==> src/include/cjx_pkg.sv <==
/*
 * Constants, types and opcode decode helpers shared by the compare-and-jump and
 * clear-accumulator execution logic.
 * Assumes an 8-bit core with a 16-bit program counter and one system clock.
 */
package cjx_pkg;

    localparam int          DATA_W        = 8;
    localparam int          PC_W          = 16;
    localparam int          FLAG_W        = 7;
    localparam int          SEL_W         = 3;

    // opcode patterns and the masks that pick the fixed bits
    localparam logic [7:0]  OPC_CMPJ_REG  = 8'hB8;
    localparam logic [7:0]  MSK_CMPJ_REG  = 8'hF8;
    localparam logic [7:0]  OPC_CMPJ_IND  = 8'hB6;
    localparam logic [7:0]  MSK_CMPJ_IND  = 8'hFE;
    localparam logic [7:0]  OPC_CLEAR_ACC = 8'hE4;

    localparam logic [PC_W-1:0]   CMPJ_LEN     = 16'h0003;
    localparam int                CMPJ_CYCLES  = 2;
    localparam int                CLEAR_CYCLES = 1;
    localparam logic [DATA_W-1:0] ACC_CLEAR    = 8'h00;

    typedef enum logic [0:0] {
        ST_IDLE,
        ST_OPERAND
    } cjx_state_e;

    function automatic logic isCmpjReg(input logic [7:0] opc);
        return (opc & MSK_CMPJ_REG) == OPC_CMPJ_REG;
    endfunction

    function automatic logic isCmpjInd(input logic [7:0] opc);
        return (opc & MSK_CMPJ_IND) == OPC_CMPJ_IND;
    endfunction

    function automatic logic isClearAcc(input logic [7:0] opc);
        return opc == OPC_CLEAR_ACC;
    endfunction

    function automatic logic [PC_W-1:0] relExt(input logic [DATA_W-1:0] rel);
        return {{(PC_W-DATA_W){rel[DATA_W-1]}}, rel};
    endfunction

endpackage

==> src/logic/cjx_cmp_branch.sv <==
/*
 * Unsigned byte compare and relative branch target for compare-and-jump.
 * Purely combinational; the caller registers the results.
 */
`timescale 1ns/1ps
`default_nettype none

module cjx_cmp_branch
    import cjx_pkg::*;
(
    input  wire logic [DATA_W-1:0] lhs,
    input  wire logic [DATA_W-1:0] rhs,
    input  wire logic [PC_W-1:0]   pcBase,
    input  wire logic [DATA_W-1:0] relOffset,
    output logic                   notEqual,
    output logic                   lessThan,
    output logic [PC_W-1:0]        pcFinal
);

    logic [PC_W-1:0] pcNext;

    always_comb
    begin
        pcNext   = pcBase + CMPJ_LEN;
        notEqual = lhs != rhs;
        lessThan = lhs < rhs;
        // displacement counts from the following instruction
        pcFinal  = notEqual ? pcNext + relExt(relOffset) : pcNext;
    end

endmodule

`default_nettype wire

==> src/logic/cjx_exec.sv <==
/*
 * Execution of compare-and-jump-if-not-equal (working register or indirect RAM
 * byte against immediate) and of clear-accumulator.
 * Assumes the core presents the operand byte selected by operandSel_q and
 * operandIsRam_q during the cycle after issue, and applies the write strobes.
 */
`timescale 1ns/1ps
`default_nettype none

module cjx_exec
    import cjx_pkg::*;
(
    input  wire logic              clk,
    input  wire logic              rst_b,
    input  wire logic              issueValid,
    input  wire logic [7:0]        opcode,
    input  wire logic [DATA_W-1:0] immData,
    input  wire logic [DATA_W-1:0] relOffset,
    input  wire logic [PC_W-1:0]   pcIn,
    input  wire logic              carryIn,
    input  wire logic [FLAG_W-1:0] flagsIn,
    input  wire logic [DATA_W-1:0] operandData,
    output logic                   busy_q,
    output logic                   done_q,
    output logic [SEL_W-1:0]       operandSel_q,
    output logic                   operandIsRam_q,
    output logic                   pcWrite_q,
    output logic [PC_W-1:0]        pcOut_q,
    output logic                   accWrite_q,
    output logic [DATA_W-1:0]      accOut_q,
    output logic                   carryOut_q,
    output logic [FLAG_W-1:0]      flagsOut_q
);

    typedef struct packed {
        cjx_state_e        state;
        logic              busy;
        logic              done;
        logic [SEL_W-1:0]  opSel;
        logic              opIsRam;
        logic              pcWrite;
        logic [PC_W-1:0]   pc;
        logic [DATA_W-1:0] imm;
        logic [DATA_W-1:0] rel;
        logic              accWrite;
        logic [DATA_W-1:0] acc;
        logic              carry;
        logic [FLAG_W-1:0] flags;
    } cjx_state_s;

    localparam cjx_state_s ST_RESET = '0;

    cjx_state_s      st_q;
    cjx_state_s      st_d;
    logic            accept;
    logic            cmpNe;
    logic            cmpLt;
    logic [PC_W-1:0] cmpPc;

    ////////////////////////////////////////////////////////////////////////////

    assign accept = issueValid && !st_q.busy
                    && (isCmpjReg(opcode) || isCmpjInd(opcode) || isClearAcc(opcode));

    cjx_cmp_branch u_cmp (
        .lhs       (operandData),
        .rhs       (st_q.imm),
        .pcBase    (st_q.pc),
        .relOffset (st_q.rel),
        .notEqual  (cmpNe),
        .lessThan  (cmpLt),
        .pcFinal   (cmpPc)
    );

    always_comb
    begin
        st_d          = st_q;
        st_d.done     = 1'b0;
        st_d.pcWrite  = 1'b0;
        st_d.accWrite = 1'b0;
        unique case (st_q.state)
            ST_IDLE:
            begin
                if (accept && isClearAcc(opcode))
                begin
                    st_d.done     = 1'b1;
                    st_d.accWrite = 1'b1;
                    st_d.acc      = ACC_CLEAR;
                    st_d.carry    = carryIn;
                    st_d.flags    = flagsIn;
                end
                else if (accept)
                begin
                    st_d.state   = ST_OPERAND;
                    st_d.busy    = 1'b1;
                    st_d.pc      = pcIn;
                    st_d.imm     = immData;
                    st_d.rel     = relOffset;
                    st_d.flags   = flagsIn;
                    st_d.opIsRam = isCmpjInd(opcode);
                    // register index or pointer index
                    st_d.opSel   = isCmpjInd(opcode) ? {2'b00, opcode[0]}
                                                     : opcode[SEL_W-1:0];
                end
            end
            ST_OPERAND:
            begin
                // operand arrives this cycle; second cycle ends the compare
                st_d.state   = ST_IDLE;
                st_d.busy    = 1'b0;
                st_d.done    = 1'b1;
                st_d.pcWrite = 1'b1;
                st_d.pc      = cmpPc;
                st_d.carry   = cmpLt;
                // no operand write strobe exists, accumulator untouched
            end
        endcase
    end

    always_ff @(posedge clk)
    begin
        if (!rst_b)
            st_q <= ST_RESET;
        else
            st_q <= st_d;
    end

    assign busy_q         = st_q.busy;
    assign done_q         = st_q.done;
    assign operandSel_q   = st_q.opSel;
    assign operandIsRam_q = st_q.opIsRam;
    assign pcWrite_q      = st_q.pcWrite;
    assign pcOut_q        = st_q.pc;
    assign accWrite_q     = st_q.accWrite;
    assign accOut_q       = st_q.acc;
    assign carryOut_q     = st_q.carry;
    assign flagsOut_q     = st_q.flags;
endmodule

`default_nettype wire

==> config.mk <==
export PLATFORM = sky130hd
export DESIGN_NAME = cjx_exec
export DESIGN_NICKNAME = d
export VERILOG_FILES = /design/src/include/cjx_pkg.sv /design/src/logic/cjx_cmp_branch.sv /design/src/logic/cjx_exec.sv
export SDC_FILE = /design/constraint.sdc
export NUM_CORES = 1
export LEC_CHECK = 0
export ABC_AREA = 1
export BUFFER_PORTS_ARGS = -buffer_cell sky130_fd_sc_hd__buf_2
export CORE_MARGIN = 3
export CORE_UTILIZATION = 49
export DETAILED_ROUTE_END_ITERATION = 8
export PLACE_DENSITY = 0.71
export SLEW_MARGIN = 20
export SYNTH_ARGS = -nofsm -noshare
export SYNTH_HDL_FRONTEND = slang
export SYNTH_HIERARCHICAL = 1
export SYNTH_SLANG_ARGS = --single-unit
==> constraint.sdc <==
create_clock -name clk -period 3.4 [get_ports clk]
set_input_delay 0.51 -clock clk [delete_from_list [all_inputs] [get_ports clk]]
set_output_delay 0.51 -clock clk [all_outputs]
set_load 0.03 [all_outputs]
==> results.md <==
- Period Utilization, post-route: 86.4%
- Antenna Nets Post-Route: 0
- Hold Buf Count CTS: 0
- WL final: 9670 um
- Clk sinks: 49
- Port buffer count: 90
- Crit-path max FO: 5
- Hold WC Path Type: input pin to flop
- Slowest CP cell: dfxtp_1
- CP most frequent cell: nand2_1
- Commonest cells in the netlist: nand2_1 (191), inv_1 (79), dfxtp_1 (49)
- DP Worst Slack: 0.520 ns
- Post-synth cell types: 42
- Crit-path cells: inv_1 > ha_1 > nor2_1 > nand2_1 > nor2_1 > inv_2 > nor2_2 > inv_1 > nand2_1 > inv_1 > ha_1 > a21oi_1 > nand2_1 > nand2_1 > nand2_1 > a21oi_1 > nand3_1 > nand2_1 > nand2_1 > nand2_1 > nand2_1 > o21ai_0 > nand2_1 > nand2_1
- Post-Syn Instances: 619
- Clock skew: 0.0112 ns
- Post-synth top flop: dfxtp_1
- Final setup TNS: 0 ns
- Hold Vio Cnt, Final: 0
- CTS tree: built
- FF+latch area: 981 um2
- Async set-reset flop share out of synthesis: 0%
- Synth warnings: 6
- Synthesized area: 4010 um2
- # rows: 32
- Leading area contributor after synthesis: dfxtp_1
- Top cells by area, synth: dfxtp_1 (24%), nand2_1 (18%), ha_1 (8.4%)
- RSZ-0062 raised after global routing: false
- CORE AREA: 7850 um2
- Overflow after GRT: 0
- Bufs on Longest Clock Path: 2
- Status: finished clean
- Die Span X: 96.5 um
- R2R setup slack: 0.46 ns
- Vias in the first global route: 3529
- Cts bufs inserted: 5
- Setup Viol. Count Final: 0
- Worst EP arrival: 3.21 ns
- Worst Max-Slew Pin Slew: 0.521 ns
- H-tree levels: 2
- Largest net degree at the start of global routing: 26
- First-pass GRT wire length: 15700 um
- Max Cap Viol: 0
- Fin worst setup slack: 0.462 ns
- Via Count: 3828
- Crit Path Category: flop to flop
- Post-synth top area share: 24.4%
- Initial antenna violation count: 0
- DR DRC count: 0
- Post-DP HPWL: 7600 um
- Final #Nets: 764
- Setup crit end kind: flop
- Gr usage total: 21.2%
- Die area: 9310 um2
- Sequential share of the synthesized area: 24.4%
- CP peak stage delay: 0.42 ns
- Initial DRC Count: 181
- Clock Latency Late Sink: 0.32 ns
- Mean number of vias per cell: 4.91
- IO Pins: 99
- Tmin final: 2.94 ns
- Crit path launch type: flop
- Initial Util: 51.1%
- Antenna diode count: 0
- EDFF count, synth: 0
- WP buf/inv: 4
- DR WL/cell: 12.4 um
- Die Ht: 96.5 um
- Peak VDD IR: 0.134 mV
- Flops & latches, synth: 49
- Largest delay share family, worst path: simple AND/OR/NAND/NOR gates
- Power Density: 265 nW/um2
- Leakage: 2.35 nW
- Max-slew violations: 0
- Mean Syn Cell Area: 6.48 um2
- GP Congestion: 0.869
- Most frequent cell after synthesis: nand2_1
- Rel. slew slack: 65.2%
- Postcts setup bufs: 0
- Area Growth Syn to Fin: 9.85%
- CTS clk-pin slew, worst paths: 0.11 ns
- Multi-input logic area: 2370 um2
- Fillers: 822
- 1st-pass router iterations: 5
- Critical Path RT: 3.67 ns
- Post-CTS sizing: 0
- Layout cells sized above 1: 20.8%
- CTS root buf: clkbuf_8
- Fmax: 340 MHz
[worst min-delay path, cell delays in order]
cell and delay, ns:
buf_2 0.08, nand2_1 0.04, nand2_1 0.05
[per-layer routing]
layer | vias up | wire (um) | GRT usage [%]
li1 | 2019 | - | -
met1 | 1702 | 4350 | 26.6
met2 | 97 | 4690 | 37.2
met3 | 10 | 500 | 4.26
met4 | 0 | 123 | 4.91
met5 | - | 0 | 0
[power by group]
part           switching (mW)  total, mW  internal (mW)  leakage (nW)
combinational          0.0820      0.133         0.0510          1.89
clock                   0.223      0.449          0.226        0.0603
sequential            0.00587      0.586          0.580         0.395
total                   0.311       1.17          0.857          2.35
[final timing paths]
| check | start | to | depth (start not counted) |
|---|---|---|---|
| max | pcOut_q[0] | pcOut_q[15] | 24 |
| min | pcIn[1] | pcOut_q[1] | 3 |
| max reg2reg | pcOut_q[0] | pcOut_q[15] | 24 |
| min reg2reg | flagsOut_q[4] | flagsOut_q[4] | 2 |
[registers in the layout, summed over array words and instances (netlist names)]
| signal | cells |
|---|---|
| accWrite_q | 1 |
| busy_q | 1 |
| carryOut_q | 1 |
| done_q | 1 |
| flagsOut_q | 7 |
| operandIsRam_q | 1 |
| operandSel_q | 3 |
| pcOut_q | 16 |
| pcWrite_q | 1 |
| st_q | 17 |
[layout by cell type, fill, tap and decap left out, drive strengths merged]
| master | n |
|---|---|
| a21o | 5 |
| a21oi | 43 |
| a31o | 1 |
| and2 | 1 |
| buf | 94 |
| bufinv | 1 |
| clkbuf | 5 |
| clkinv | 6 |
| conb | 8 |
| dfxtp | 49 |
| fa | 1 |
| ha | 27 |
| inv | 82 |
| nand2 | 198 |
| nand3 | 55 |
| nand3b | 6 |
| nand4 | 2 |
| nor2 | 47 |
| nor3 | 3 |
| nor4 | 1 |
| o211a | 1 |
| o21ai | 23 |
| o21bai | 2 |
| o31ai | 1 |
| or2 | 2 |
| xnor2 | 9 |
| xor2 | 5 |
[cell families (layout without fill, tap and decap cells)]
logic type	count (synthesis)	count (layout)	synth area share, %
compound gates	76	76	10.7
xor+xnor	14	14	3.24
fa+ha+maj	28	28	8.92
buf+inv	136	188	17.1
flops	49	49	24.4
other cells	1	8	0.0934
simple gates	315	315	35.5
[through the flow]
stage | util (%) | std cells | instance area, um2 | hold slack, ns | power, mW
after detailed placement | 54.7 | 772 | 4290 | 0.436 | 0.732
after global placement | 54.7 | 772 | 4290 | 0.430 | 0.729
after CTS | 56.2 | 780 | 4410 | 0.388 | 1.18
after floorplan | - | 626 | 4040 | 0.423 | 0.691
final | 56.2 | 780 | 4410 | 0.398 | 1.17
after global routing | 56.2 | 780 | 4410 | 0.389 | 1.22
[cell type report]
cell class | instances | share of cell area (%)
sequential | 49 | 22.2
timing repair buffer | 94 | 10.9
tap | 102 | 2.89
clock buffer | 5 | 1.56
clock inverter | 3 | 1.14
inverter | 86 | 7.49
multi-input combinational | 441 | 53.8
Power figures use the tool's default switching activity.
